[src/hw/iwc_defines.vh]
`ifndef IWC_DEFINES_VH
`define IWC_DEFINES_VH
// Register addresses in the core's register file
`define IWC_ADDR_REQ 8'hfa
`define IWC_ADDR_PRIO 8'hf9
`define IWC_ADDR_MASK 8'hfb
`define IWC_ADDR_SMR 8'h0b
// Request register fields
`define IWC_EDGE_HI 7
`define IWC_EDGE_LO 6
`define IWC_NREQ 6
// Stop-recovery control fields
`define IWC_SMR_WARM 7
`define IWC_SMR_LEVEL 6
`define IWC_SMR_DELAY 5
`define IWC_SRC_HI 4
`define IWC_SRC_LO 2
`define IWC_SMR_RESET 8'h20
// Wake source codes
`define IWC_SRC_L1 3'h2
`define IWC_SRC_L2 3'h3
`define IWC_SRC_L3 3'h4
`define IWC_SRC_P27 3'h5
`define IWC_SRC_NOR4 3'h6
`define IWC_SRC_NOR8 3'h7
// Timing
`define IWC_CLK_NS 10
`define IWC_DELAY_US 5000
`define IWC_DELAY_CYC ((`IWC_DELAY_US * 1000) / `IWC_CLK_NS)
`define IWC_FAST_CYC 5
`define IWC_VEC_STEP 4'h2
`endif

[src/hw/iwc_interrupt_wake.v]
// How it works
// - Vector fetch address points at a byte pair holding a 16-bit start address.
// - Request n vectors through locations 2n and 2n+1, requests 0 to 5.
// - Request 1 on falling line 3; requests 0 and 2 programmable; timer input feeds 2.
// - Request register bits 7:6 select edges for line 1 and line 2.
// - Among pending unmasked requests, priority register ordering picks the grant.
// - Grant starts interrupt cycle: disable further interrupts, save state, jump to vector.
// - Masked requests still latch so software can poll the request register.
// - Request 3 from software only, or serial byte received when serial enabled.
// - Request 4 from timer zero on large variant else software; request 5 timer one.
// - Comparator one feeds request 2, comparator two feeds request 0, same edges.
// - Control bits 4:2 pick wake source: 0/1 power-on only, 2-4 upper lines.
// - Code 5 port-2 line 7, 6 NOR of lines 0-3, 7 NOR of 0-7.
// - Upper lines in analog comparator mode cannot wake the device.
// - Serial compare match wakes whenever enabled, besides the selected source.
// - Control bit 5 set gives 5 ms delay after wake; clear is fast wake.
// - Control bit 6 chooses wake level high or low; cleared at power-on.
// - Read-only bit 7 set on entering sleep, cleared by power-on or watchdog reset.
`timescale 1ns/1ps
`default_nettype none
`include "iwc_defines.vh"
module iwc_interrupt_wake #(
	parameter DELAY_CYC = `IWC_DELAY_CYC,
	parameter LARGE_VARIANT = 1
) (
	input wire mclk_i,
	input wire rst_i,
	input wire reg_wr_i,
	input wire [7:0] reg_addr_i,
	input wire [7:0] reg_wdata_i,
	output reg [7:0] reg_rdata_o,
	input wire upper_port_line1_i,
	input wire upper_port_line2_i,
	input wire upper_port_line3_i,
	input wire [7:0] port_two_i,
	input wire comparator_one_irq_i,
	input wire comparator_two_irq_i,
	input wire analog_mode_i,
	input wire timer_in_sel_i,
	input wire timer_in_edge_i,
	input wire timer_zero_i,
	input wire timer_one_i,
	input wire serial_enable_i,
	input wire serial_byte_done_i,
	input wire serial_compare_enable_i,
	input wire serial_compare_match_i,
	input wire int_enable_i,
	input wire cycle_ack_i,
	input wire enter_sleep_i,
	output reg int_cycle_o,
	output reg [2:0] int_grant_o,
	output reg [3:0] vector_addr_o,
	output reg int_disable_o,
	output reg save_state_o,
	output reg wake_o,
	output reg wake_reset_o,
	output reg sleeping_o
);
	////////////////////////////////////////////////////////////////////
	wire l1_lvl, l1_rise, l1_fall;
	wire l2_lvl, l2_rise, l2_fall;
	wire l3_lvl, l3_fall;
	wire p7_lvl;
	iwc_edge_sync u_l1 (.mclk_i(mclk_i), .rst_i(rst_i), .pin_i(upper_port_line1_i),
		.level_o(l1_lvl), .rise_o(l1_rise), .fall_o(l1_fall));
	iwc_edge_sync u_l2 (.mclk_i(mclk_i), .rst_i(rst_i), .pin_i(upper_port_line2_i),
		.level_o(l2_lvl), .rise_o(l2_rise), .fall_o(l2_fall));
	iwc_edge_sync u_l3 (.mclk_i(mclk_i), .rst_i(rst_i), .pin_i(upper_port_line3_i),
		.level_o(l3_lvl), .rise_o(), .fall_o(l3_fall));
	iwc_edge_sync u_p7 (.mclk_i(mclk_i), .rst_i(rst_i), .pin_i(port_two_i[7]),
		.level_o(p7_lvl), .rise_o(), .fall_o());
	// Port 2 low nibble and high lines only feed level NOR, one shared sync
	reg [7:0] p2_s1, p2_s2, p2_s3, p2_lvl;
	always @(posedge mclk_i) begin
		if (rst_i) begin
			p2_s1 <= 8'hff;
			p2_s2 <= 8'hff;
			p2_s3 <= 8'hff;
			p2_lvl <= 8'hff;
		end else begin
			p2_s1 <= port_two_i;
			p2_s2 <= p2_s1;
			p2_s3 <= p2_s2;
			if (p2_s2 == p2_s3)
				p2_lvl <= p2_s3;
		end
	end

	////////////////////////////////////////////////////////////////////
	reg [7:0] req_reg;
	reg [7:0] prio_reg;
	reg [7:0] mask_reg;
	reg [7:0] stop_recovery_control;
	wire [1:0] edge_sel = req_reg[`IWC_EDGE_HI:`IWC_EDGE_LO];
	// Line 1 edge for request 2, line 2 edge for request 0
	reg sel_l1;
	reg sel_l2;
	always @* begin
		case (edge_sel)
		2'h0: begin
			sel_l1 = l1_fall;
			sel_l2 = l2_fall;
		end
		2'h1: begin
			sel_l1 = l1_fall;
			sel_l2 = l2_rise;
		end
		2'h2: begin
			sel_l1 = l1_rise;
			sel_l2 = l2_fall;
		end
		default: begin
			sel_l1 = l1_rise | l1_fall;
			sel_l2 = l2_rise | l2_fall;
		end
		endcase
	end
	// Comparators share the pin edge select, as pins are their inputs
	wire src0 = analog_mode_i ? (comparator_two_irq_i & sel_l2) : sel_l2;
	wire src2_pin = analog_mode_i ? (comparator_one_irq_i & sel_l1) : sel_l1;
	wire src2 = timer_in_sel_i ? timer_in_edge_i : src2_pin;
	wire src1 = l3_fall;
	wire src3 = serial_enable_i & serial_byte_done_i;
	wire src4 = (LARGE_VARIANT != 0) & timer_zero_i;
	wire src5 = timer_one_i;
	wire [5:0] hw_evt = {src5, src4, src3, src2, src1, src0};

	wire wr_req = reg_wr_i && (reg_addr_i == `IWC_ADDR_REQ);
	wire wr_smr = reg_wr_i && (reg_addr_i == `IWC_ADDR_SMR);

	////////////////////////////////////////////////////////////////////
	// Priority: prio_reg[2:0] rotates the fixed order; hazard-free single pick
	wire [5:0] pend = req_reg[5:0] & mask_reg[5:0];
	reg [2:0] pick;
	reg found;
	integer i;
	reg [2:0] idx;
	reg [3:0] rot;
	always @* begin
		pick = 3'h0;
		found = 1'b0;
		idx = 3'h0;
		rot = 4'h0;
		for (i = 5; i >= 0; i = i - 1) begin
			// Four bits, as index plus offset can pass seven
			rot = {1'b0, i[2:0]} + {1'b0, prio_reg[2:0]};
			if (rot >= 4'h6)
				rot = rot - 4'h6;
			idx = rot[2:0];
			if (prio_reg[2:0] < 3'd6 && pend[idx]) begin
				pick = idx;
				found = 1'b1;
			end else if (prio_reg[2:0] >= 3'd6 && pend[i]) begin
				pick = i[2:0];
				found = 1'b1;
			end
		end
	end

	localparam ST_IDLE = 3'b001;
	localparam ST_CYCLE = 3'b010;
	localparam ST_DONE = 3'b100;
	reg [2:0] state;
	wire grant = (state == ST_IDLE) && found && int_enable_i;

	always @(posedge mclk_i) begin
		if (rst_i) begin
			req_reg <= 8'h00;
		end else begin
			// Hardware set wins over a write or grant clearing the same bit
			req_reg[7:6] <= wr_req ? reg_wdata_i[7:6] : req_reg[7:6];
			req_reg[5:0] <= (wr_req ? reg_wdata_i[5:0] :
				(req_reg[5:0] & ~(grant ? (6'h01 << pick) : 6'h00))) | hw_evt;
		end
	end

	always @(posedge mclk_i) begin
		if (rst_i) begin
			prio_reg <= 8'h00;
			mask_reg <= 8'h00;
		end else if (reg_wr_i) begin
			if (reg_addr_i == `IWC_ADDR_PRIO)
				prio_reg <= reg_wdata_i;
			if (reg_addr_i == `IWC_ADDR_MASK)
				mask_reg <= reg_wdata_i;
		end
	end

	always @(posedge mclk_i) begin
		if (rst_i) begin
			state <= ST_IDLE;
			int_cycle_o <= 1'b0;
			int_grant_o <= 3'h0;
			vector_addr_o <= 4'h0;
			int_disable_o <= 1'b0;
			save_state_o <= 1'b0;
		end else begin
			save_state_o <= 1'b0;
			case (state)
			ST_IDLE: begin
				if (grant) begin
					state <= ST_CYCLE;
					int_cycle_o <= 1'b1;
					int_disable_o <= 1'b1;
					save_state_o <= 1'b1;
					int_grant_o <= pick;
					// Vector pair base; core reads this byte and the next
					vector_addr_o <= pick[2:0] * `IWC_VEC_STEP;
				end
			end
			ST_CYCLE: begin
				if (cycle_ack_i) begin
					state <= ST_DONE;
					int_cycle_o <= 1'b0;
				end
			end
			ST_DONE: begin
				// Core re-enables by raising int_enable_i after its return
				int_disable_o <= 1'b0;
				state <= ST_IDLE;
			end
			default: state <= ST_IDLE;
			endcase
		end
	end

	////////////////////////////////////////////////////////////////////
	wire [2:0] src_code = stop_recovery_control[`IWC_SRC_HI:`IWC_SRC_LO];
	wire lvl_hi = stop_recovery_control[`IWC_SMR_LEVEL];
	reg src_lvl;
	always @* begin
		case (src_code)
		`IWC_SRC_L1: src_lvl = analog_mode_i ? ~lvl_hi : l1_lvl;
		`IWC_SRC_L2: src_lvl = analog_mode_i ? ~lvl_hi : l2_lvl;
		`IWC_SRC_L3: src_lvl = analog_mode_i ? ~lvl_hi : l3_lvl;
		`IWC_SRC_P27: src_lvl = p7_lvl;
		`IWC_SRC_NOR4: src_lvl = ~(|p2_lvl[3:0]);
		`IWC_SRC_NOR8: src_lvl = ~(|p2_lvl);
		default: src_lvl = ~lvl_hi;
		endcase
	end
	wire src_wake = (src_lvl == lvl_hi);
	wire cmp_wake = serial_enable_i & serial_compare_enable_i & serial_compare_match_i;

	// Fast mode: level must persist this many cycles to count
	reg [2:0] fast_cnt;
	reg [22:0] dly_cnt;
	reg delaying;
	always @(posedge mclk_i) begin
		if (rst_i) begin
			stop_recovery_control <= `IWC_SMR_RESET;
			sleeping_o <= 1'b0;
			wake_o <= 1'b0;
			wake_reset_o <= 1'b0;
			fast_cnt <= 3'h0;
			dly_cnt <= 23'h0;
			delaying <= 1'b0;
		end else begin
			wake_o <= 1'b0;
			if (wr_smr)
				stop_recovery_control[6:0] <= reg_wdata_i[6:0];
			if (enter_sleep_i && !sleeping_o) begin
				sleeping_o <= 1'b1;
				stop_recovery_control[`IWC_SMR_WARM] <= 1'b1;
				fast_cnt <= 3'h0;
			end else if (sleeping_o) begin
				fast_cnt <= src_wake ? ((fast_cnt == 3'h7) ? fast_cnt : fast_cnt + 3'h1) : 3'h0;
				if (cmp_wake || (src_wake && (stop_recovery_control[`IWC_SMR_DELAY] ||
					fast_cnt >= (`IWC_FAST_CYC - 1)))) begin
					sleeping_o <= 1'b0;
					if (stop_recovery_control[`IWC_SMR_DELAY]) begin
						delaying <= 1'b1;
						wake_reset_o <= 1'b1;
						dly_cnt <= DELAY_CYC[22:0];
					end else begin
						wake_o <= 1'b1;
					end
				end
			end else if (delaying) begin
				if (dly_cnt == 23'h1) begin
					delaying <= 1'b0;
					wake_reset_o <= 1'b0;
					wake_o <= 1'b1;
				end
				dly_cnt <= dly_cnt - 23'h1;
			end
		end
	end

	////////////////////////////////////////////////////////////////////
	always @(posedge mclk_i) begin
		if (rst_i) begin
			reg_rdata_o <= 8'h00;
		end else begin
			case (reg_addr_i)
			`IWC_ADDR_REQ: reg_rdata_o <= req_reg;
			`IWC_ADDR_SMR: reg_rdata_o <= stop_recovery_control;
			`IWC_ADDR_MASK: reg_rdata_o <= mask_reg;
			default: reg_rdata_o <= 8'h00;
			endcase
		end
	end
endmodule // iwc_interrupt_wake
`default_nettype wire

[src/hw/iwc_edge_sync.v]
`timescale 1ns/1ps
`default_nettype none
module iwc_edge_sync (
	input wire mclk_i,
	input wire rst_i,
	input wire pin_i,
	output reg level_o,
	output wire rise_o,
	output wire fall_o
);
	reg s1;
	reg s2;
	reg s3;
	always @(posedge mclk_i) begin
		if (rst_i) begin
			s1 <= 1'b1;
			s2 <= 1'b1;
			s3 <= 1'b1;
			level_o <= 1'b1;
		end else begin
			s1 <= pin_i;
			s2 <= s1;
			s3 <= s2;
			// Change counts only once the two later stages agree
			if (s2 == s3)
				level_o <= s3;
		end
	end
	assign rise_o = (s2 == s3) && s3 && !level_o;
	assign fall_o = (s2 == s3) && !s3 && level_o;
endmodule // iwc_edge_sync
`default_nettype wire

[config.mk]
export PLATFORM = sky130hd
export DESIGN_NAME = iwc_interrupt_wake
export DESIGN_NICKNAME = d
export VERILOG_FILES = /design/src/hw/iwc_interrupt_wake.v /design/src/hw/iwc_edge_sync.v
export VERILOG_INCLUDE_DIRS = /design/src /design/src/hw
export SDC_FILE = /design/constraint.sdc
export NUM_CORES = 1
export LEC_CHECK = 0
export BUFFER_PORTS_ARGS = -buffer_cell sky130_fd_sc_hd__clkbuf_2
export CAP_MARGIN = 25
export CORE_ASPECT_RATIO = 1.2
export CORE_MARGIN = 5
export CORE_UTILIZATION = 45
export CTS_CLUSTER_SIZE = 16
export DETAILED_ROUTE_END_ITERATION = 8
export HOLD_SLACK_MARGIN = 0.15
export SLEW_MARGIN = 20
export SYNTH_ARGS = -nofsm -noshare
export SYNTH_HDL_FRONTEND = slang
export SYNTH_HIERARCHICAL = 1
export SYNTH_SLANG_ARGS = --single-unit
[constraint.sdc]
create_clock -name mclk_i -period 8 [get_ports mclk_i]
set_input_delay 1.2 -clock mclk_i [delete_from_list [all_inputs] [get_ports mclk_i]]
set_output_delay 1.2 -clock mclk_i [all_outputs]
set_load 0.01 [all_outputs]
Word-level counts from Yosys, hierarchy flattened

Index checks and enable logic that the tools add are counted.

Flip-flop bits (word level): 122
Latch bits: 0
Memory bits (writable): 0
Bits in read-only memories: 0
Bits of input ports: 44
Output and inout bits: 21
Logic and storage cells: 252
Memories kept: 0

$add $sub $neg: 13
$mul: 0
Div/mod/pow operators: 0
Order comparisons: 15
Equal/unequal tests: 28
Shift operators: 1
Mux-type cells: 84
Bitwise operators: 16
Reduce and logical (&&, ||, !) cells: 57

Operators by type and width:

| cell                  | count |
|---|---|
| $mux 23               | 4 |
| $mux 3                | 22 |
| $mux 1                | 43 |
| $logic_and 1x1->1     | 28 |
| $eq 8x8->1 const B    | 3 |
| $lt 3x4->1 const B    | 6 |
| $pmux 8 s3            | 1 |
| $eq 23x1->1 const B   | 1 |
| $sub 23x1->23 const B | 1 |
| $ge 4x3->1 const B    | 5 |
| $bmux 1 s3            | 6 |
| $eq 3x3->1 const B    | 6 |
| $sub 3x3->3 const B   | 6 |
| $and 6x6->6           | 2 |
| $mux 6                | 2 |
| $reduce_and 2->1      | 6 |
| $eq 3x2->1 const B    | 3 |
| $ge 3x3->1 const B    | 3 |
| $add 2x3->4 const A   | 2 |
| $add 3x3->4 const A   | 2 |
| $eq 8x4->1 const B    | 1 |
| $eq 8x8->1            | 1 |
| $pmux 1 s2            | 4 |
| $reduce_bool 2->1     | 4 |
| 26 further kinds      | 52 |

Longest topological paths before layout

Gate-level depths: netlist of run 1.

Word-level depth: 24
Mapped depth: 13
Depth with buffers taken out: 11

Modules after synthesis

The synthesis of run 1 kept the hierarchy.

Modules (own cells, without submodules):

| module             | instances | cells an instance | area an instance (sq um) | seq. area each (sq um) |
|---|---|---|---|---|
| iwc_interrupt_wake | 1         | 648               | 5400.2                   | 2122.0 |
| iwc_edge_sync      | 4         | 16                | 161.4                    | 80.1 |

Worst setup path after synthesis of run 1

OpenSTA, ideal clock, no wires.

Path type: input -> register
Start: in analog_mode_i
End: reg dly_cnt[12]
Library setup time: 0.128 ns
Arrival: 3.259 ns
Required time: 7.872 ns
Path slack: 4.613 ns
Stages: 9
Buffers on the path: 0
Path through: and2_1 a211oi_1 nand2_1 a32oi_1 a211o_1 nand4_1 or3_2 xor2_1 nor2_1

Longest elaborated chain between the ends: 7
Elaborated cells between the ends (all ways): 9
Classes of those cells: 2 x eq/ne; 4 x mux; 3 x reduce/logical

Ends and longest elaborated chain:

| what                             | RTL line                                                                     | text |
|---|---|---|
| start: declaration               | iwc_interrupt_wake.v:38                                                      | `input wire analog_mode_i,` |
| $mux 1, on equally long branches | iwc_interrupt_wake.v:235, iwc_interrupt_wake.v:233, iwc_interrupt_wake.v:234 |  |
| $pmux 1 s6 (*)                   | iwc_interrupt_wake.v:232                                                     | `case (src_code)` |
| $eq 1x1->1 (*)                   | iwc_interrupt_wake.v:242                                                     | `wire src_wake = (src_lvl == lvl_hi);` |
| $logic_and 1x1->1 (*)            | iwc_interrupt_wake.v:268                                                     | `` if (cmp_wake \|\| (src_wake && (stop_recovery_control[`IWC_SMR_DELAY] \|\| `` |
| $logic_or 1x1->1 (*)             | iwc_interrupt_wake.v:268                                                     |  |
| $ne 2x1->1 (no line) (*)         | --                                                                           |  |
| $reduce_and 4->1 (no line) (*)   | --                                                                           |  |
| end signal: assignment           | iwc_interrupt_wake.v:274                                                     | `dly_cnt <= DELAY_CYC[22:0];` |
| end signal: assignment           | iwc_interrupt_wake.v:285                                                     | `dly_cnt <= dly_cnt - 23'h1;` |
| end: declaration                 | iwc_interrupt_wake.v:247                                                     | `reg [22:0] dly_cnt;` |

Every way passes the cells marked *; elsewhere a longest branch is shown, timed or not.
A chain may end at the register's enable or synchronous reset.

Final worst setup path of run 1

Start: reg prio_reg[0]
End: reg req_reg[1]

Longest elaborated chain between the ends: 24
Elaborated cells between the ends (all ways): 81
Classes of those cells: 11 x add/sub; 8 x order compare; 1 x shift; 44 x mux; 3 x bitwise; 14 x reduce/logical

Ends and longest elaborated chain:

| what                                      | RTL line                                           | text |
|---|---|---|
| start: declaration                        | iwc_interrupt_wake.v:91                            | `reg [7:0] prio_reg;` |
| start signal: assignment                  | iwc_interrupt_wake.v:183                           | `prio_reg <= reg_wdata_i;` |
| $add 3x3->4                               | iwc_interrupt_wake.v:146                           | `rot = {1'b0, i[2:0]} + {1'b0, prio_reg[2:0]};` |
| $ge 4x3->1 or $sub 3x3->3 (tied branches) | iwc_interrupt_wake.v:147, iwc_interrupt_wake.v:148 |  |
| $mux 3                                    | iwc_interrupt_wake.v:147                           | `if (rot >= 4'h6)` |
| $bmux 1 s3                                | iwc_interrupt_wake.v:150                           | `if (prio_reg[2:0] < 3'd6 && pend[idx]) begin` |
| $mux 1 (implied by the code)              | iwc_interrupt_wake.v:150                           |  |
| $logic_and 1x1->1                         | iwc_interrupt_wake.v:150                           |  |
| $mux 1                                    | iwc_interrupt_wake.v:150                           |  |
| $mux 1                                    | iwc_interrupt_wake.v:153                           | `end else if (prio_reg[2:0] >= 3'd6 && pend[i]) begin` |
| (+7 left out)                             | --                                                 |  |
| $mux 1                                    | iwc_interrupt_wake.v:153                           |  |
| $mux 1                                    | iwc_interrupt_wake.v:150                           |  |
| $logic_and 1x1->1 (2 in series)           | iwc_interrupt_wake.v:164                           | `wire grant = (state == ST_IDLE) && found && int_enable_i;` |
| $mux 6 (*)                                | iwc_interrupt_wake.v:173                           | `(req_reg[5:0] & ~(grant ? (6'h01 << pick) : 6'h00))) \| hw_evt;` |
| $not 6->6 (*)                             | iwc_interrupt_wake.v:173                           |  |
| $and 6x6->6 (*)                           | iwc_interrupt_wake.v:173                           |  |
| $mux 6 (*)                                | iwc_interrupt_wake.v:172                           | `req_reg[5:0] <= (wr_req ? reg_wdata_i[5:0] :` |
| $or 6x6->6 (*)                            | iwc_interrupt_wake.v:173                           |  |
| end signal: assignment                    | iwc_interrupt_wake.v:172                           |  |
| end: declaration                          | iwc_interrupt_wake.v:90                            | `reg [7:0] req_reg;` |

Every way passes the cells marked *; elsewhere a longest branch is shown, timed or not. The select of a mux whose other input is x is not followed.

==> reports/metrics.cfg, run 1 <==
[outcome]
outcome=finished, final reports clean

[hold_path]
hp-start=u_l1/s1$_SDFF_PP1_
worstHoldPathCells=1
min_path_type=flop to flop

[floorplan]
start_util_pct=45.5
coreArea_um2=13200
fp.dieH_um=137
io_pins=65
fp.dieArea_um2=15800
die_width_um=115
rows=46

[run]
cap_violations=0

[pwr]
powerDensity_nw_per_um2=233
p_comb_share_pct=9.7
p_leak_nw=2.79
vdd_drop_max_mv=0.228
netSwitchingFraction_pct=24.4
power.internal_mw=1.25
p_seq_share_pct=40.5
power.share.clock_pct=49.9
switchingPower_mw=0.402

[synthesis]
synthCells=707
syn_area_per_cell_um2=8.49
syn_area_um2=6000
syn_nets=770
yosys_warnings=6

[worst_setup_path]
critPathKind=flop to flop
end_kind=flop
r2r_end=req_reg[1]$_SDFF_PP0_
worstSetupStartpoint=prio_reg[0]$_SDFFE_PP0P_
r2r_slack_ns=3.54
crit_arrival_ns=4.72
required_ns=8.25
crit_end=req_reg[1]$_SDFF_PP0_
crit_path_start_kind=flop
cp_max_fo=27
ff2ff_path_depth=11
rr_startpoint=prio_reg[0]$_SDFFE_PP0P_

[clock_tree]
cts_tree=built
path_clk_slew_ns=0.06
cts_inserted_buffers=17
insertion_delay_ns=0.41
htree_levels=4
clkSinkCount=122
post_cts_buffers=0
cts_root_buf=clkbuf_16
hold_buffers=0
clock_path_buffers=2
cts.repair.resized=0

[placement]
dp_hpwl_mm=11.6
gp_congestion=0.905
port_buffers=63

[global_route]
grt_start_max_net_pins=66
grtUsageTotal_pct=20.4
grt-ovfl-total=0
grt_pass1_wl_mm=25.6
grt_pass1_vias=5249
antenna_found_initial=0

[sta]
period_minus_slack_ns=4.46
rsz0062_at_grt=false
worstMarginPinSlew_ns=0.924
fin_crit_sh_pct=55.8
relSlewSlack_pct=37.8
clock_skew_ns=0.00835
finalHoldViolations=0
setup_viol=0
fin_tns_setup_ns=0
max_freq_ghz=0.224
drv_slew=0

[cells_and_area]
fill_cells=1235
largest_reg_flops=23
largest_register=dly_cnt
post-route-util_pct=53.7
n_antenna_cell=0
final_common_cell=dfxtp_1
layout_common_cells=122 x dfxtp_1, 66 x nand2_1, 63 x clkbuf_2, 58 x nor2_1, 55 x a21oi_1
drive_above_1_share_pct=18.0
fin_nets=826
syn_to_final_growth_pct=17.8

[route]
antenna_left=0
drtPass1Iterations=6
wl_per_cell_um=16.5
drc=0
dr.first_iter.drc_count=357
via_per_inst=5.62
routed_wl_mm=15.6
dr_total_vias=5304

==> metal layers <==
layer / share of wire [%] / up-vias / track usage, % / routed length (µm)
met5: 0 / - / 0 / 0
met4: 2.3 / 0 / 7.57 / 365
met3: 5.1 / 36 / 4.82 / 802
met2: 50 / 141 / 35.5 / 7840
met1: 42 / 2494 / 24.4 / 6580
li1: - / 2633 / - / -
==> power by group through the flow <==
stage / clock network, mW / registers [mW] / logic, mW
6_report: 0.823 / 0.668 / 0.159
5_1_grt: 0.867 / 0.673 / 0.180
4_1_cts: 0.837 / 0.669 / 0.161
3_5_place_dp: 0 / 0.682 / 0.160
3_3_place_gp: 0 / 0.680 / 0.155
2_1_floorplan: 0 / 0.675 / 0.122
==> per-stage QoR <==
stage          setup slack, ns  cell area (µm²)  hold WS, ns  power [mW]  instances
6_report                  3.54             7070        0.406        1.65        944
3_3_place_gp              3.67             6430        0.384       0.835        912
5_1_grt                   3.15             7070        0.421        1.72        944
2_1_floorplan             4.61             6000        0.383       0.797        707
3_5_place_dp              3.62             6430        0.393       0.841        912
4_1_cts                   3.60             7070        0.406        1.67        944
==> worst min-delay path by stage <==
stage / end
after floorplan: u_l1/s2$_SDFF_PP1_
after global placement: u_p7/s2$_SDFF_PP1_
after detailed placement: u_p7/s2$_SDFF_PP1_
after CTS: u_l1/s2$_SDFF_PP1_
after global routing: u_l3/s2$_SDFF_PP1_
final: u_l1/s2$_SDFF_PP1_
==> layout make-up <==
type / instances / area [µm²] / area share, %
Multi-Input combinational cell: 522 / 3310 / 46.8
Sequential cell: 122 / 2440 / 34.5
Clock buffer: 18 / 429 / 6.07
Timing Repair Buffer: 68 / 353 / 4.99
Tap cell: 168 / 210 / 2.97
Clock inverter: 14 / 205 / 2.90
Inverter: 32 / 120 / 1.70
==> worst max-delay path: stages (launching register included) <==
cell	delay [ns]
dfxtp_1	0.91
inv_1	0.29
ha_1	0.79
o21ba_2	0.21
a22oi_1	0.12
a2111oi_0	0.56
a211oi_1	0.14
a21boi_0	0.17
a31oi_1	0.35
nand2b_1	0.20
nor3_1	0.40
a221oi_1	0.14
Note: power is estimated with default switching activity, not from simulation.
==> run 2: changes to the inputs <==
--- a/config.mk
+++ b/config.mk
@@ -14,6 +14,7 @@
 export CTS_CLUSTER_SIZE = 16
 export DETAILED_ROUTE_END_ITERATION = 8
 export HOLD_SLACK_MARGIN = 0.15
+export PLACE_DENSITY = 0.66
 export SLEW_MARGIN = 20
 export SYNTH_ARGS = -nofsm -noshare
 export SYNTH_HDL_FRONTEND = slang
==> constraint.sdc (replaced) <==
create_clock -name mclk_i -period 3.79 [get_ports mclk_i]
set_input_delay 0.5685 -clock mclk_i [delete_from_list [all_inputs] [get_ports mclk_i]]
set_output_delay 0.5685 -clock mclk_i [all_outputs]
set_load 0.01 [all_outputs]
==> reports/metrics.cfg, run 2 (same netlist as run 1, synthesis figures left out) <==
[sta]
rsz0062_at_grt=false
clock_skew_ns=0.00715  ; -0.00120 ns
fin_tns_setup_ns=0  ; unchanged
max_freq_ghz=0.291  ; +30%
relSlewSlack_pct=35.3  ; -2.5 points
finalHoldViolations=0  ; unchanged
setup_viol=0  ; unchanged
worstMarginPinSlew_ns=0.961  ; +0.0375 ns
fin_crit_sh_pct=90.6  ; +35 points
worst_slack_ns=0.358  ; -3.18 ns
period_minus_slack_ns=3.43  ; -1.03 ns
drv_slew=0  ; unchanged

[route]
drc=0  ; unchanged
drtPass1Iterations=7  ; +1
antenna_left=0  ; unchanged
wl_per_cell_um=16.3  ; -1.3%
via_per_inst=5.67  ; +0.88%
dr_total_vias=5396  ; +1.7%
dr.first_iter.drc_count=406  ; +14%
routed_wl_mm=15.5  ; -0.43%

[clock_tree]
path_clk_slew_ns=0.06  ; about the same
insertion_delay_ns=0.40  ; about the same
cts_root_buf=clkbuf_16
htree_levels=4  ; unchanged
cts_tree=built
clkSinkCount=122  ; unchanged
clock_path_buffers=2  ; unchanged
cts_inserted_buffers=17  ; unchanged
hold_buffers=0  ; unchanged
post_cts_buffers=0  ; unchanged

[worst_setup_path]
required_ns=4.02  ; -4.23 ns
worstSetupStartpoint=prio_reg[1]$_SDFFE_PP0P_
crit_path_start_kind=flop
rr_startpoint=prio_reg[1]$_SDFFE_PP0P_
end_kind=flop
crit_arrival_ns=3.66  ; -1.06 ns
critPathKind=flop to flop
cp_max_fo=17  ; -37%

[cells_and_area]
fin_nets=834  ; +0.97%
largest_register=dly_cnt
syn_to_final_growth_pct=17.7
final_common_cell=dfxtp_1
n_antenna_cell=0  ; unchanged
layout_common_cells=121 x dfxtp_1, 66 x nand2_1, 63 x clkbuf_2, 58 x nor2_1, 55 x a21oi_1
largest_reg_flops=23  ; unchanged
fin_cells=952  ; +0.85%
drive_above_1_share_pct=19.0  ; +0.96 points

[placement]
dp_cells=920  ; +0.88%
pre_cts_ws_ns=0.142  ; -3.48 ns
dp_hpwl_mm=11.7  ; +0.46%
gp_congestion=0.949  ; +4.8%
port_buffers=63  ; unchanged

[floorplan]
fp.dieArea_um2=15800  ; unchanged
coreArea_um2=13200  ; unchanged
rows=46  ; unchanged
io_pins=65  ; unchanged
fp.dieH_um=137  ; unchanged
start_util_pct=45.5  ; unchanged
die_width_um=115  ; unchanged

[hold_path]
min_path_type=input pin to flop
hp-start=upper_port_line3_i

[global_route]
grtUsageTotal_pct=20.4  ; -0.063 points
antenna_found_initial=0  ; unchanged
grt-ovfl-total=0  ; unchanged
grt_pass1_wl_mm=25.5  ; -0.46%
grt_pass1_vias=5384  ; +2.6%
grt_start_max_net_pins=55  ; -17%

[pwr]
powerDensity_nw_per_um2=460  ; +97%
vdd_drop_max_mv=0.372  ; +63%
p_leak_nw=2.78  ; -0.36%
power_mw=3.25  ; +97%

[run]
cap_violations=0  ; unchanged

[outcome]
outcome=finished, final reports clean

run 2: routing by layer:
metal | vias to the layer above | share of wire [%] | GRT usage, %
li1 | 2652 | - | -
met1 | 2559 | 40 | 22.1
met2 | 143 | 52 | 36.7
met3 | 42 | 3.6 | 4.38
met4 | 0 | 3.9 | 10.8
met5 | - | 0 | 0
run 2: through the flow:
step,hold slack (ns),utilization [%],area (µm²)
4_1_cts,0.326,53.6,7060
2_1_floorplan,0.383,-,6000
5_1_grt,0.333,53.6,7060
6_report,0.339,53.6,7060
3_5_place_dp,0.388,49.4,6500
3_3_place_gp,0.386,49.4,6500
run 2: timing repair:
| item | in CTS | in global routing |
|---|---|---|
| resized for setup | 0 | 2 |
| hold endpoints to repair | 0 | 0 |
| setup endpoints to repair | 0 | 8 |
run 2: worst paths after layout:
check | end | slack [ns] | cells past startpoint
worst max register to register | req_reg[5]$_SDFF_PP0_ | 0.36 | 12
worst min-delay path | u_l3/s1$_SDFF_PP1_ | 0.34 | 2
worst min register to register | u_l1/s2$_SDFF_PP1_ | 0.40 | 1
worst max-delay path | req_reg[5]$_SDFF_PP0_ | 0.36 | 12
run 2: area by class of cell:
type	count	area [µm²]
clock buffers	18	429
clock inverters	14	125
fillers	1232	6120
inverters	32	120
multi-input cells	522	3310
flip-flops and latches	122	2440
well taps	168	210
repair buffers	76	425
run 2: report_power, final:
group          switching, mW  leakage [nW]  internal (mW)  total [mW]
Combinational          0.179          1.53          0.168       0.347
Sequential            0.0576         0.997           1.35        1.41
Clock                  0.592         0.255          0.902        1.49
run 2: worst max-delay path, cell delays in order, from the launching register on:
cell,delay [ns]
dfxtp_1,0.31
buf_4,0.16
inv_1,0.12
ha_1,0.37
buf_4,0.24
nand3_1,0.13
a2111oi_0,0.55
a211oi_1,0.14
a21boi_0,0.18
a31oi_1,0.36
nand2b_1,0.20
nor3_1,0.36
a221oi_1,0.14
